**config.mk**
```make
export PLATFORM = sky130hd
export DESIGN_NAME = power_mode_wakeup_irq_ctrl
export DESIGN_NICKNAME = d
export VERILOG_FILES = /design/src/logic/power_mode_wakeup_irq_ctrl.v
export VERILOG_INCLUDE_DIRS = /design/src /design/src/logic
export SDC_FILE = /design/constraint.sdc
export NUM_CORES = 1
export LEC_CHECK = 0
export CORE_ASPECT_RATIO = 1.2
export CORE_MARGIN = 10
export CORE_UTILIZATION = 51
export DETAILED_ROUTE_END_ITERATION = 8
export DONT_BUFFER_PORTS = 1
export GPL_ROUTABILITY_DRIVEN = 0
export PLACE_DENSITY = 0.66
export SLEW_MARGIN = 10
export SYNTH_ARGS = -nofsm -noshare
export SYNTH_HDL_FRONTEND = slang
export SYNTH_SLANG_ARGS = --single-unit
```
**constraint.sdc**
```tcl
create_clock -name clk -period 3.3 [get_ports clk]
set_input_delay 0.495 -clock clk [delete_from_list [all_inputs] [get_ports clk]]
set_output_delay 0.495 -clock clk [all_outputs]
set_load 0.03 [all_outputs]
```
**src/logic/pwr_defs.vh**
```
// Register indices, field positions, reset values and timing figures
// for the power mode, wakeup and interrupt controller.
// Assumes inclusion by bare name from the design file.
`ifndef PWR_DEFS_VH
`define PWR_DEFS_VH

// Register indices; byte address is four times the index
`define IDX_IRQ_FLAGS   8'hC8
`define IDX_IRQ_ENABLE  8'hC9
`define IDX_OSC_CTRL    8'hCA
`define IDX_STACK       8'hDF
`define IDX_RUN_ENABLE  8'hE0
`define IDX_STATUS      8'hE1

// Oscillator control fields
`define BIT_HIGH_OSC_STOP  1
`define BIT_SLOW_CLK_SEL   2
`define BIT_MODE_LOW       3
`define BIT_MODE_HIGH      4

// Stack register fields
`define BIT_GIE            7
`define STACK_RESET        3'h7

// Run enable fields
`define BIT_T0_RUN         0
`define BIT_TC0_RUN        1
`define BIT_USB_RUN        2

// Interrupt bit positions
`define IRQ_EXT0           0
`define IRQ_EXT1           1
`define IRQ_WAKE           2
`define IRQ_SERIAL         3
`define IRQ_T0             4
`define IRQ_TC0            5
`define IRQ_USB            6
`define IRQ_RESET          7'h00

// Mode codes
`define MODE_NORMAL        2'h0
`define MODE_SLEEP         2'h1
`define MODE_GREEN         2'h2

// Interrupt vector
`define IRQ_VECTOR         4'h8

// Timing
`define WAKE_PERIODS       2048
`define SYS_CLK_MHZ        40
`define HIGH_OSC_MHZ       6
`define SLOW_DIV           4

`endif

```
**src/logic/power_mode_wakeup_irq_ctrl.v**
```verilog
// Power mode sequencer, wakeup control and interrupt flag registers.
// Assumes a classic Wishbone master on clk, a core that takes
// irq_take as a branch request and pulses return_from_interrupt.
//
// The Wishbone slave port was chosen for this implementation.
`timescale 1ns/100ps
`include "pwr_defs.vh"

// Function
// - cpu_mode selects normal, sleep, green; 11 reserved
// - slow_clock_select picks high or low clock
// - high_osc_stop halts high oscillator only, in slow or green mode
// - Slow mode instruction rate is low clock/4
// - Oscillator enables follow mode table
// - No execution in sleep or green
// - Timer zero runs except sleep, when enabled
// - Second timer runs normal/slow, when enabled
// - USB runs only normal mode, when enabled
// - Interrupt sources gated per mode
// - Sleep exits only by pin or reset
// - Sleep wake sources: port change, USB toggle
// - Green wake returns to previous mode
// - Without timer zero, green wakes by pins
// - Sleep wake waits 2048 periods plus startup
// - Green wake resumes with no delay
// - Service clears global enable; return sets it
// - Taken interrupt pushes stack, vector 8
// - Enable register holds seven enable bits
// - Request flags share enable bit positions
// - Flags stick until software writes them
// - External pin event wakes sleep to normal mode
module power_mode_wakeup_irq_ctrl #(
  parameter PORT_W        = 16,
  parameter WAKE_CYCLES   = (`WAKE_PERIODS * `SYS_CLK_MHZ + `HIGH_OSC_MHZ - 1) / `HIGH_OSC_MHZ,
  parameter STARTUP_CYCLES = 16
) (
  // Clock and reset
  input  wire              clk,
  input  wire              rst_n,
  // Wishbone slave
  input  wire              wb_cyc_i,
  input  wire              wb_stb_i,
  input  wire              wb_we_i,
  input  wire [11:0]       wb_adr_i,
  input  wire [3:0]        wb_sel_i,
  input  wire [31:0]       wb_dat_i,
  output reg  [31:0]       wb_dat_o,
  output reg               wb_ack_o,
  // Pins from outside the clock domain
  input  wire [PORT_W-1:0] port_pins,
  input  wire              usb_bus_toggle,
  input  wire              low_osc_clk,
  // Events from logic on clk
  input  wire              timer_zero_overflow,
  input  wire              second_timer_overflow,
  input  wire              serial_done,
  input  wire              usb_done,
  input  wire              return_from_interrupt,
  // Clock and function gating
  output reg               high_osc_run,
  output reg               low_osc_run,
  output reg               sys_clk_low,
  output reg               cpu_run,
  output reg               instr_tick,
  output reg               timer_zero_active,
  output reg               second_timer_active,
  output reg               usb_active,
  // Interrupt request to the core
  output reg               irq_take,
  output reg  [3:0]        irq_vector
);

  localparam ST_RUN    = 2'h0;
  localparam ST_SLEEP  = 2'h1;
  localparam ST_SETTLE = 2'h2;
  localparam ST_GREEN  = 2'h3;
  localparam SETTLE_TOTAL = WAKE_CYCLES + STARTUP_CYCLES;

  // ******************************************************
  // Input synchronisers
  // ******************************************************
  reg [PORT_W-1:0] port_s1;
  reg [PORT_W-1:0] port_s2;
  reg [PORT_W-1:0] port_s3;
  reg [2:0]        usb_s;
  reg [2:0]        lowc_s;

  always @(posedge clk or negedge rst_n) begin
    if (!rst_n) begin
      port_s1 <= {PORT_W{1'b0}};
      port_s2 <= {PORT_W{1'b0}};
      port_s3 <= {PORT_W{1'b0}};
      usb_s   <= 3'h0;
      lowc_s  <= 3'h0;
    end else begin
      port_s1 <= port_pins;
      port_s2 <= port_s1;
      port_s3 <= port_s2;
      usb_s   <= {usb_s[1:0], usb_bus_toggle};
      lowc_s  <= {lowc_s[1:0], low_osc_clk};
    end
  end

  wire port_change = |(port_s2 ^ port_s3);
  wire ext0_change = port_s2[0] ^ port_s3[0];
  wire ext1_change = port_s2[1] ^ port_s3[1];
  wire usb_change  = usb_s[2] ^ usb_s[1];
  wire low_rise    = lowc_s[1] & ~lowc_s[2];

  // ******************************************************
  // Registers
  // ******************************************************
  reg [1:0]  cpu_mode;
  reg        slow_clock_select;
  reg        high_osc_stop;
  reg [6:0]  irq_request_flags;
  reg [6:0]  irq_enable_mask;
  reg        global_irq_enable;
  reg [2:0]  stack_pointer_reg;
  reg        timer_zero_run_enable;
  reg        second_timer_run_enable;
  reg        usb_function_enable;
  reg [1:0]  state;
  reg [15:0] settle_cnt;
  reg [1:0]  slow_cnt;

  wire       bus_req  = wb_cyc_i & wb_stb_i & ~wb_ack_o;
  wire       adr_ok   = (wb_adr_i[11:10] == 2'h0) & (wb_adr_i[1:0] == 2'h0);
  wire [7:0] idx      = wb_adr_i[9:2];
  wire       wr_lane  = bus_req & wb_we_i & wb_sel_i[0] & adr_ok;
  wire       wr_flags = wr_lane & (idx == `IDX_IRQ_FLAGS);
  wire       wr_en    = wr_lane & (idx == `IDX_IRQ_ENABLE);
  wire       wr_osc   = wr_lane & (idx == `IDX_OSC_CTRL);
  wire       wr_stack = wr_lane & (idx == `IDX_STACK);
  wire       wr_run   = wr_lane & (idx == `IDX_RUN_ENABLE);

  wire executing = (state == ST_RUN);
  wire in_green  = (state == ST_GREEN);
  wire asleep    = (state == ST_SLEEP) | (state == ST_SETTLE);

  // ******************************************************
  // Interrupt event gating
  // ******************************************************
  reg [6:0] set_events;

  always @* begin
    set_events = 7'h00;
    if (!asleep) begin
      set_events[`IRQ_EXT0] = ext0_change;
      set_events[`IRQ_EXT1] = ext1_change;
      set_events[`IRQ_WAKE] = port_change;
      set_events[`IRQ_T0]   = timer_zero_overflow & timer_zero_run_enable;
      if (!in_green) begin
        set_events[`IRQ_SERIAL] = serial_done;
        set_events[`IRQ_TC0]    = second_timer_overflow;
        set_events[`IRQ_USB]    = usb_done;
      end
    end
  end

  wire pending = |(irq_request_flags & irq_enable_mask);
  wire take    = executing & global_irq_enable & pending & ~irq_take;

  // ******************************************************
  // Wakeup sources
  // ******************************************************
  wire sleep_wake = port_change | usb_change;
  wire t0_wake    = timer_zero_overflow & timer_zero_run_enable;
  wire green_wake = port_change | usb_change | t0_wake;

  // ******************************************************
  // Mode state machine
  // ******************************************************
  reg [1:0]  next_state;
  reg [15:0] next_settle_cnt;
  reg        wake_clear;

  always @* begin
    next_state      = state;
    next_settle_cnt = settle_cnt;
    wake_clear      = 1'b0;
    case (state)
      ST_RUN: begin
        if (cpu_mode == `MODE_SLEEP) begin
          next_state = ST_SLEEP;
        end else if (cpu_mode == `MODE_GREEN) begin
          next_state = ST_GREEN;
        end
      end
      ST_SLEEP: begin
        if (sleep_wake) begin
          next_state      = ST_SETTLE;
          next_settle_cnt = SETTLE_TOTAL[15:0];
        end
      end
      ST_SETTLE: begin
        if (settle_cnt <= 16'h0001) begin
          next_state = ST_RUN;
          wake_clear = 1'b1;
        end else begin
          next_settle_cnt = settle_cnt - 16'h0001;
        end
      end
      ST_GREEN: begin
        if (green_wake) begin
          next_state = ST_RUN;
          wake_clear = 1'b1;
        end
      end
      default: begin
        next_state = ST_RUN;
      end
    endcase
  end

  // ******************************************************
  // Register writes and hardware updates
  // ******************************************************
  always @(posedge clk or negedge rst_n) begin
    if (!rst_n) begin
      state                   <= ST_RUN;
      settle_cnt              <= 16'h0000;
      cpu_mode                <= `MODE_NORMAL;
      slow_clock_select       <= 1'b0;
      high_osc_stop           <= 1'b0;
      irq_request_flags       <= `IRQ_RESET;
      irq_enable_mask         <= `IRQ_RESET;
      global_irq_enable       <= 1'b0;
      stack_pointer_reg       <= `STACK_RESET;
      timer_zero_run_enable   <= 1'b0;
      second_timer_run_enable <= 1'b0;
      usb_function_enable     <= 1'b0;
    end else begin
      state      <= next_state;
      settle_cnt <= next_settle_cnt;
      if (wake_clear) begin
        cpu_mode <= `MODE_NORMAL;
        if (state == ST_SETTLE) begin
          slow_clock_select <= 1'b0;
          high_osc_stop     <= 1'b0;
        end
      end else if (wr_osc) begin
        cpu_mode          <= {wb_dat_i[`BIT_MODE_HIGH], wb_dat_i[`BIT_MODE_LOW]};
        slow_clock_select <= wb_dat_i[`BIT_SLOW_CLK_SEL];
        high_osc_stop     <= wb_dat_i[`BIT_HIGH_OSC_STOP];
      end
      if (wr_flags) begin
        irq_request_flags <= wb_dat_i[6:0] | set_events;
      end else begin
        irq_request_flags <= irq_request_flags | set_events;
      end
      if (wr_en) begin
        irq_enable_mask <= wb_dat_i[6:0];
      end
      if (take) begin
        global_irq_enable <= 1'b0;
        stack_pointer_reg <= stack_pointer_reg + 3'h1;
      end else if (return_from_interrupt) begin
        global_irq_enable <= 1'b1;
        stack_pointer_reg <= stack_pointer_reg - 3'h1;
      end else if (wr_stack) begin
        global_irq_enable <= wb_dat_i[`BIT_GIE];
        stack_pointer_reg <= wb_dat_i[2:0];
      end
      if (wr_run) begin
        timer_zero_run_enable   <= wb_dat_i[`BIT_T0_RUN];
        second_timer_run_enable <= wb_dat_i[`BIT_TC0_RUN];
        usb_function_enable     <= wb_dat_i[`BIT_USB_RUN];
      end
    end
  end

  // ******************************************************
  // Wishbone answer
  // ******************************************************
  reg [31:0] next_dat;

  always @* begin
    next_dat = 32'h00000000;
    if (adr_ok) begin
      case (idx)
        `IDX_IRQ_FLAGS:  next_dat[6:0] = irq_request_flags;
        `IDX_IRQ_ENABLE: next_dat[6:0] = irq_enable_mask;
        `IDX_OSC_CTRL: begin
          next_dat[`BIT_MODE_HIGH]     = cpu_mode[1];
          next_dat[`BIT_MODE_LOW]      = cpu_mode[0];
          next_dat[`BIT_SLOW_CLK_SEL]  = slow_clock_select;
          next_dat[`BIT_HIGH_OSC_STOP] = high_osc_stop;
        end
        `IDX_STACK: begin
          next_dat[`BIT_GIE] = global_irq_enable;
          next_dat[2:0]      = stack_pointer_reg;
        end
        `IDX_RUN_ENABLE: begin
          next_dat[`BIT_T0_RUN]  = timer_zero_run_enable;
          next_dat[`BIT_TC0_RUN] = second_timer_run_enable;
          next_dat[`BIT_USB_RUN] = usb_function_enable;
        end
        `IDX_STATUS: begin
          next_dat[1:0] = state;
          next_dat[2]   = high_osc_run;
          next_dat[3]   = low_osc_run;
          next_dat[4]   = cpu_run;
        end
        default: next_dat = 32'h00000000;
      endcase
    end
  end

  always @(posedge clk or negedge rst_n) begin
    if (!rst_n) begin
      wb_ack_o <= 1'b0;
      wb_dat_o <= 32'h00000000;
    end else begin
      wb_ack_o <= bus_req;
      if (bus_req && !wb_we_i) begin
        wb_dat_o <= next_dat;
      end
    end
  end

  // ******************************************************
  // Gating outputs
  // ******************************************************
  wire slow_mode = slow_clock_select;
  wire normal_run = executing & ~slow_mode;

  always @(posedge clk or negedge rst_n) begin
    if (!rst_n) begin
      high_osc_run        <= 1'b1;
      low_osc_run         <= 1'b1;
      sys_clk_low         <= 1'b0;
      cpu_run             <= 1'b1;
      instr_tick          <= 1'b0;
      timer_zero_active   <= 1'b0;
      second_timer_active <= 1'b0;
      usb_active          <= 1'b0;
      irq_take            <= 1'b0;
      irq_vector          <= 4'h0;
      slow_cnt            <= 2'h0;
    end else begin
      high_osc_run <= (normal_run | (~asleep & ~high_osc_stop))
                      | (state == ST_SETTLE);
      low_osc_run  <= ~asleep;
      sys_clk_low  <= slow_mode & ~asleep;
      cpu_run      <= executing;
      if (executing && slow_mode && low_rise) begin
        slow_cnt <= slow_cnt + 2'h1;
      end
      instr_tick <= executing & (~slow_mode |
                    (low_rise & (slow_cnt == (`SLOW_DIV - 1))));
      timer_zero_active   <= timer_zero_run_enable & ~asleep;
      second_timer_active <= second_timer_run_enable & executing;
      usb_active          <= usb_function_enable & normal_run;
      irq_take            <= take;
      if (take) begin
        irq_vector <= `IRQ_VECTOR;
      end
    end
  end

endmodule

```
==> results of run 1 <==
layout make-up:
class | count | share of cell area
Clock buffer | 19 | 0.0780
Clock inverter | 13 | 0.0170
Inverter | 13 | 0.00840
Multi-Input combinational cell | 305 | 0.350
Sequential cell | 118 | 0.510
Tap cell | 126 | 0.0271
Timing Repair Buffer | 5 | 0.00991
worst reg2reg max path, cell delays in order, from the launching register on:
cell      delay, ns
dfrtp_1        0.44
inv_1          0.10
ha_1           0.53
inv_1          0.13
a41o_1         0.23
a21oi_1        0.45
buf_4          0.26
nor2_1         0.05
a311oi_1       0.23
timing repair:
| item | 4_1_cts | 5_1_grt |
|---|---|---|
| gates resized for setup | 0 | 0 |
| hold buffers | 1 | 0 |
| setup endpoints to repair | 0 | 0 |
| endpoints found under the hold margin | 118 | 0 |
kinds of logic (layout without fill, tap and decap cells):
group                    count (synthesis)  after routing
multiplexers                            30             30
other                                    1             27
flip-flops                             118            118
AO/OA/AOI/OAI                           63             63
AND/OR/NAND/NOR                        156            156
buffers and inverters                   52             50
adder cells (fa/ha/maj)                  9              9
XOR/XNOR                                20             20
placed cells by master, fill, tap and decap left out, drive strengths merged, types with 6 or more instances in the layout:
cell type / count
clkinv: 7
inv: 16
clkbuf: 19
nand2b: 7
nand3: 20
mux2i: 18
a21oi: 8
nor2: 26
ha: 9
xnor2: 20
nand2: 42
dfrtp: 112
conb: 27
mux2: 12
nor3: 12
nand4: 7
dfstp: 6
o21ai: 19
nor4: 6
power groups by stage:
stage | Sequential [mW] | Clock [mW] | Combinational [mW]
after floorplan | 1.76 | 0 | 0.627
after global placement | 1.80 | 0 | 0.721
after detailed placement | 1.80 | 0 | 0.740
after CTS | 1.78 | 1.71 | 0.777
after global routing | 1.79 | 1.78 | 0.866
final | 1.77 | 1.67 | 0.766
routing by layer:
metal	track usage	up-vias	routed length (um)
li1	-	1559	-
met1	0.174	1630	4430
met2	0.241	103	5210
met3	0.0648	14	778
met4	0.0516	0	158
met5	0	-	0
worst max-delay path by stage:
stage,from,to
2_1_floorplan,settle_cnt[13],state[0]
3_3_place_gp,state[0],settle_cnt[5]
3_5_place_dp,state[0],settle_cnt[5]
4_1_cts,state[0],settle_cnt[5]
5_1_grt,state[0],settle_cnt[5]
6_report,state[0],settle_cnt[5]
==> summary.md, run 1 <==
| Metric | Value |
|---|---|
| Post-synth top area cell | dfrtp_1 |
| Crit path DAT | approximately 2.8 ns |
| Design Power | about 4.2 mW |
| Share of cells above drive strength 1 | 0.129 |
| Synth Area in Compound Gates | 0.0882 |
| Register area | slightly below 3000 sq um |
| CTS sink count | roughly 120 |
| Post-CTS Setup Bufs | 0 |
| P_leak | approximately 2.5 nW |
| Largest net degree at the start of global routing | between 100 and 150 |
| FF-to-FF setup slack | between 0.7 and 0.8 ns |
| CP cell instances | inv_1 > ha_1 > inv_1 > a41o_1 > a21oi_1 > buf_4 > nor2_1 > a311oi_1 |
| Placed Area | between 5000 and 6000 sq um |
| Largest family of logic cells by synthesized area | simple AND/OR/NAND/NOR gates |
| Critical path fanouts, max | 12 |
| Asr flop ratio synth | 1.00 |
| Syn avg cell area | ~12 sq um |
| Core Area | around 10000 sq um |
| Least-Margin Pin Slew | between 0.7 and 0.8 ns |
| Critical path required time | approximately 3.6 ns |
| Total negative slack | 0 ns |
| Count leader, synth | dfrtp_1 |
| ANT nets after route | 0 |
| Crit-path leading delay family | compound AO/OA/AOI/OAI gates |
| Via/cell ratio | 5.52 |
| Worst path slowest cell | ha_1 |
| Most instantiated cells after synthesis | dfrtp_1, nand2_1, buf_4, nor2_1, xnor2_1 |
| Iteration-0 DRC Markers | roughly 110 |
| DR pass1 iterations | 4 |
| XOR/XNOR Fraction of Synth Area | 0.0337 |
| Net load switching power | 1.34 mW |
| GRT overflow | 0 |
| Period utilization | 0.762 |
| Tightest Hold Check Type | input pin to async pin |
| Clock Latency Late Sink | approximately 0.4 ns |
| Synth top area share | 0.539 |
| Seq pwr share | 0.421 |
| Area grow syn2layout | 11.8% |
| FILL cells | just over 800 |
| Gate power share | 0.182 |
| Hold slack | about 0.036 ns |
| Bufs and invs on worst path | 3 |
| Clock slew seen by the registers of the worst setup and hold paths | approximately 0.06 ns |
| Worst r2r src | state[0] |
| Worst Reg-to-Reg Cells | 8 |
| #FFs+latches synth | approximately 120 |
| Max VDD drop | 0.000489 V |
| WL/cell | between 15 and 20 um |
| Final WS setup | between 0.7 and 0.8 ns |
| Post-synthesis adder-cell area fraction | 0.0217 |
| Setup violators final | 0 |
| Via count | between 3000 and 4000 |
| Critical Path Sink Type | flip-flop |
| CTS buffer count | 17 |
| Detailed placement HPWL | about 7500 um |
| Ant. Diodes | 0 |
| FMAX | 0.398 GHz |
| Crit path depth | 8 |
| Vias in the first global route | around 3400 |
| Pwr dens | around 730 nW/um^2 |
| Simple-gate share of the synthesized area | 0.166 |
| First-pass GRT wire length | approximately 17000 um |
| Fin area | 5810 sq um |
| Startpoint types | flip-flop |
| Clock Power Share | 0.397 |
| Root buf cell | clkbuf_16 |
| Drt total wl | around 11000 um |
| Syn Std Cell Area | slightly above 5000 sq um |
| Cell mode on critical path | inv_1 |
| Post-synthesis cell count | 449 |
| Tmin final | 2.51 ns |
| Mux cell area share after synthesis | 0.0614 |
| Ys Warns | 0 |
| Final Hold Violating Endpoints | 0 |
| Final Max Tran Viols | 0 |
| Starting Density | 0.519 |
| Area of the multi-input gates | roughly 2000 sq um |
| Sw Share | 0.319 |
| RSZ-0062 raised after global routing | no |
| GRT Total Usage | 0.149 |
| Row count | 40 |
| Primary FF master, synth | dfrtp_1 |
| Status | finished clean |
| Post-synth EDFFs | 0 |
| Internal power | approximately 2.9 mW |
| Post-route DRC | 0 |
| # nets final | ~550 |
| # Max-Cap Violations | 0 |
| Relative slew slack | 0.519 |
| Crit path largest cell delay | 0.53 ns |
| Die H | 131 um |
| Place WS | 0.817 ns |
| IO buf count | 0 |
| Ports | roughly 120 |
| CTS H-tree depth | 4 |
| Cell count after placement | 566 |
| CP Class | flip-flop to flip-flop |
| R2r endpoint | settle_cnt[5] |
| Die ar. | approximately 15000 sq um |
| Non-Filler Instances | between 500 and 600 |
| Clock skew | 0.0121 ns |
| Yosys cell types | 68 |
| Fin util | 0.580 |
| Register area share after synthesis | 0.570 |
| Die width | 112 um |
| Antenna violations before repair | 0 |
| CTS tree | built |
| Bufs on Longest Clock Path | 2 |
| Synth top area cells | dfrtp_1, buf_4, mux2i_1, xnor2_1, dfstp_2 |
No activity file was read; power rests on OpenSTA's default activity.
==> inputs of run 2 (changes only) <==
==> constraint.sdc (replaced) <==
create_clock -name clk -period 2.38 [get_ports clk]
set_input_delay 0.357 -clock clk [delete_from_list [all_inputs] [get_ports clk]]
set_output_delay 0.357 -clock clk [all_outputs]
set_load 0.03 [all_outputs]
==> run 2 against run 1 <==
Net effect: cell area grew 3.9%; largest power group unchanged; sequential share of layout area shrank 1.9 points; clock skew shrank 0.0046 ns; the flow now finishes with violations (negative hold slack); clock power grew 38%; highest routed layer unchanged.
==> summary.md, run 2 (synthesized netlist as in run 1, its figures left out) <==
| Metric | Value |
|---|---|
| Via count | 3402 (was 3306) |
| Post-CTS Setup Bufs | 0 (unchanged) |
| Final WS setup | 0.0836 ns (was 0.785 ns) |
| Register area | 2960 sq um (unchanged) |
| Die ar. | 14600 sq um (unchanged) |
| Pwr dens | 978 nW/um^2 (was 726 nW/um^2) |
| Clock skew | 0.00758 ns (was 0.0121 ns) |
| Starting Density | 0.519 (unchanged) |
| Most frequent cells in the layout | dfrtp_1, nand2_1, conb_1 (unchanged) |
| DR pass1 iterations | 4 (unchanged) |
| GRT overflow | 0 (unchanged) |
| Clock slew seen by the registers of the worst setup and hold paths | 0.06 ns (about the same) |
| Final Hold Violating Endpoints | 118 (was 0) |
| ANT nets after route | 0 (unchanged) |
| Post-route DRC | 0 (unchanged) |
| Vias in the first global route | 3527 (was 3385) |
| Crit path DAT | 2.58 ns (was 2.82 ns) |
| Largest net degree at the start of global routing | 119 (unchanged) |
| # hold bufs at CTS | 18 (was 1) |
| CTS H-tree depth | 4 (unchanged) |
| CTS sink count | 118 (unchanged) |
| Total negative slack | 0 ns (unchanged) |
| CP Class | flip-flop to flip-flop (unchanged) |
| Tmin final | 2.30 ns (was 2.51 ns) |
| Startpoint types | flip-flop (unchanged) |
| Placed Area | 5290 sq um (was 5230 sq um) |
| Tightest Hold Check Type | input pin to async pin (unchanged) |
| Setup violators final | 0 (unchanged) |
| Row count | 40 (unchanged) |
| Via/cell ratio | 5.45 (was 5.52) |
| WL/cell | 17.2 um (was 17.7 um) |
| Root buf cell | clkbuf_16 (unchanged) |
| # nets final | 570 (was 545) |
| Iteration-0 DRC Markers | 182 (was 109) |
| Fin area | 6030 sq um (was 5810 sq um) |
| Period utilization | 0.965 (was 0.762) |
| IO buf count | 0 (unchanged) |
| Hold slack | -0.358 ns (was 0.0358 ns) |
| Failing checks | negative hold slack |
| Final Max Tran Viols | 0 (unchanged) |
| CTS buffer count | 17 (unchanged) |
| GRT Total Usage | 0.153 (was 0.149) |
| # Max-Cap Violations | 0 (unchanged) |
| Fin util | 0.603 (was 0.580) |
| Antenna violations before repair | 0 (unchanged) |
| Share of cells above drive strength 1 | 0.137 (was 0.129) |
| Critical path required time | 2.67 ns (was 3.60 ns) |
| Max VDD drop | 0.000710 V (was 0.000489 V) |
| CTS tree | built (unchanged) |
| Area grow syn2layout | 16.1% (was 11.8%) |
| First-pass GRT wire length | 18000 um (was 17400 um) |
| Status | finished, violations left (was finished clean) |
| Bufs on Longest Clock Path | 2 (unchanged) |
| Die width | 112 um (unchanged) |
| P_leak | 2.65 nW (was 2.55 nW) |
| Ant. Diodes | 0 (unchanged) |
| Ports | 122 (unchanged) |
| Cell count after placement | 574 (was 566) |
| FILL cells | 820 (was 815) |
| Relative slew slack | 0.600 (was 0.519) |
| Clock Latency Late Sink | 0.41 ns (about the same) |
| Design Power | 5.90 mW (was 4.21 mW) |
| Critical path fanouts, max | 5 (was 12) |
| Area of the multi-input gates | 2050 sq um (was 2030 sq um) |
| Critical Path Sink Type | flip-flop (unchanged) |
| Commonest non-fill, non-tap cell in the layout | dfrtp_1 (unchanged) |
| Detailed placement HPWL | 7700 um (was 7490 um) |
| Core Area | 10000 sq um (unchanged) |
| RSZ-0062 raised after global routing | yes (was no) |
| Die H | 131 um (unchanged) |
| Least-Margin Pin Slew | 0.594 ns (was 0.714 ns) |
| Drt total wl | 10700 um (was 10600 um) |
| FMAX | 0.435 GHz (was 0.398 GHz) |
| Place WS | -0.121 ns (was 0.817 ns) |
| Non-Filler Instances | 624 (was 599) |
## run 2: changes by cell type in the layout (fill, tap and decap cells not counted), moves of 2 or more
| cell | delta |
|---|---|
| clkinv_4 | +2 |
| clkbuf_8 | -2 |
| clkinv_2 | -2 |
| buf_4 | +8 |
| dlygate4sd3_1 | +18 |
## run 2: final cells by class
class	count	area share
Sequential cell	118	0.491
Multi-Input combinational cell	305	0.339
Clock buffer	18	0.0711
Timing Repair Buffer	30	0.0448
Tap cell	126	0.0261
Clock inverter	14	0.0197
Inverter	13	0.00809
## run 2: worst paths after layout
kind                       slack (ns)  cells after the start                  start                   end
setup / recovery                 0.08                      6         settle_cnt[13]              state[0]
hold / removal                  -0.36                      0                  rst_n           wb_dat_o[5]
setup reg to reg                 0.08                      6         settle_cnt[13]              state[0]
hold reg to reg                  0.34                      0            port_s1[15]           port_s2[15]
max in group asynchronous        2.53                      0                  rst_n               cpu_run
min in group clk                 0.05                      2  second_timer_overflow  irq_request_flags[5]
## run 2: worst max-delay path: stages, from the launching register on
cell     delay, ns
dfrtp_1       0.42
or4_4         0.55
nor4b_4       0.31
nand3_2       0.13
a22o_1        0.28
a31oi_4       0.18
mux2_4        0.32
## run 2: per-layer routing
metal	vias to the layer above	GRT usage	share of wire
li1	1612	-	-
met5	-	0	0
met1	1680	0.171	0.40
met3	16	0.0565	0.069
met4	0	0.0605	0.015
met2	94	0.261	0.52
## run 2: what timing repair did
item / CTS / global route
hold endpoints to repair: 136 / 118
resized for setup: 1 / 2
setup endpoints to repair: 8 / 2
## run 2: where the power goes
part / leakage [nW] / internal (mW) / total, mW / switching [mW]
logic: 0.978 / 0.432 / 1.14 / 0.708
registers: 1.41 / 2.21 / 2.45 / 0.235
clock network: 0.264 / 1.35 / 2.31 / 0.960
total: 2.65 / 4.00 / 5.90 / 1.90
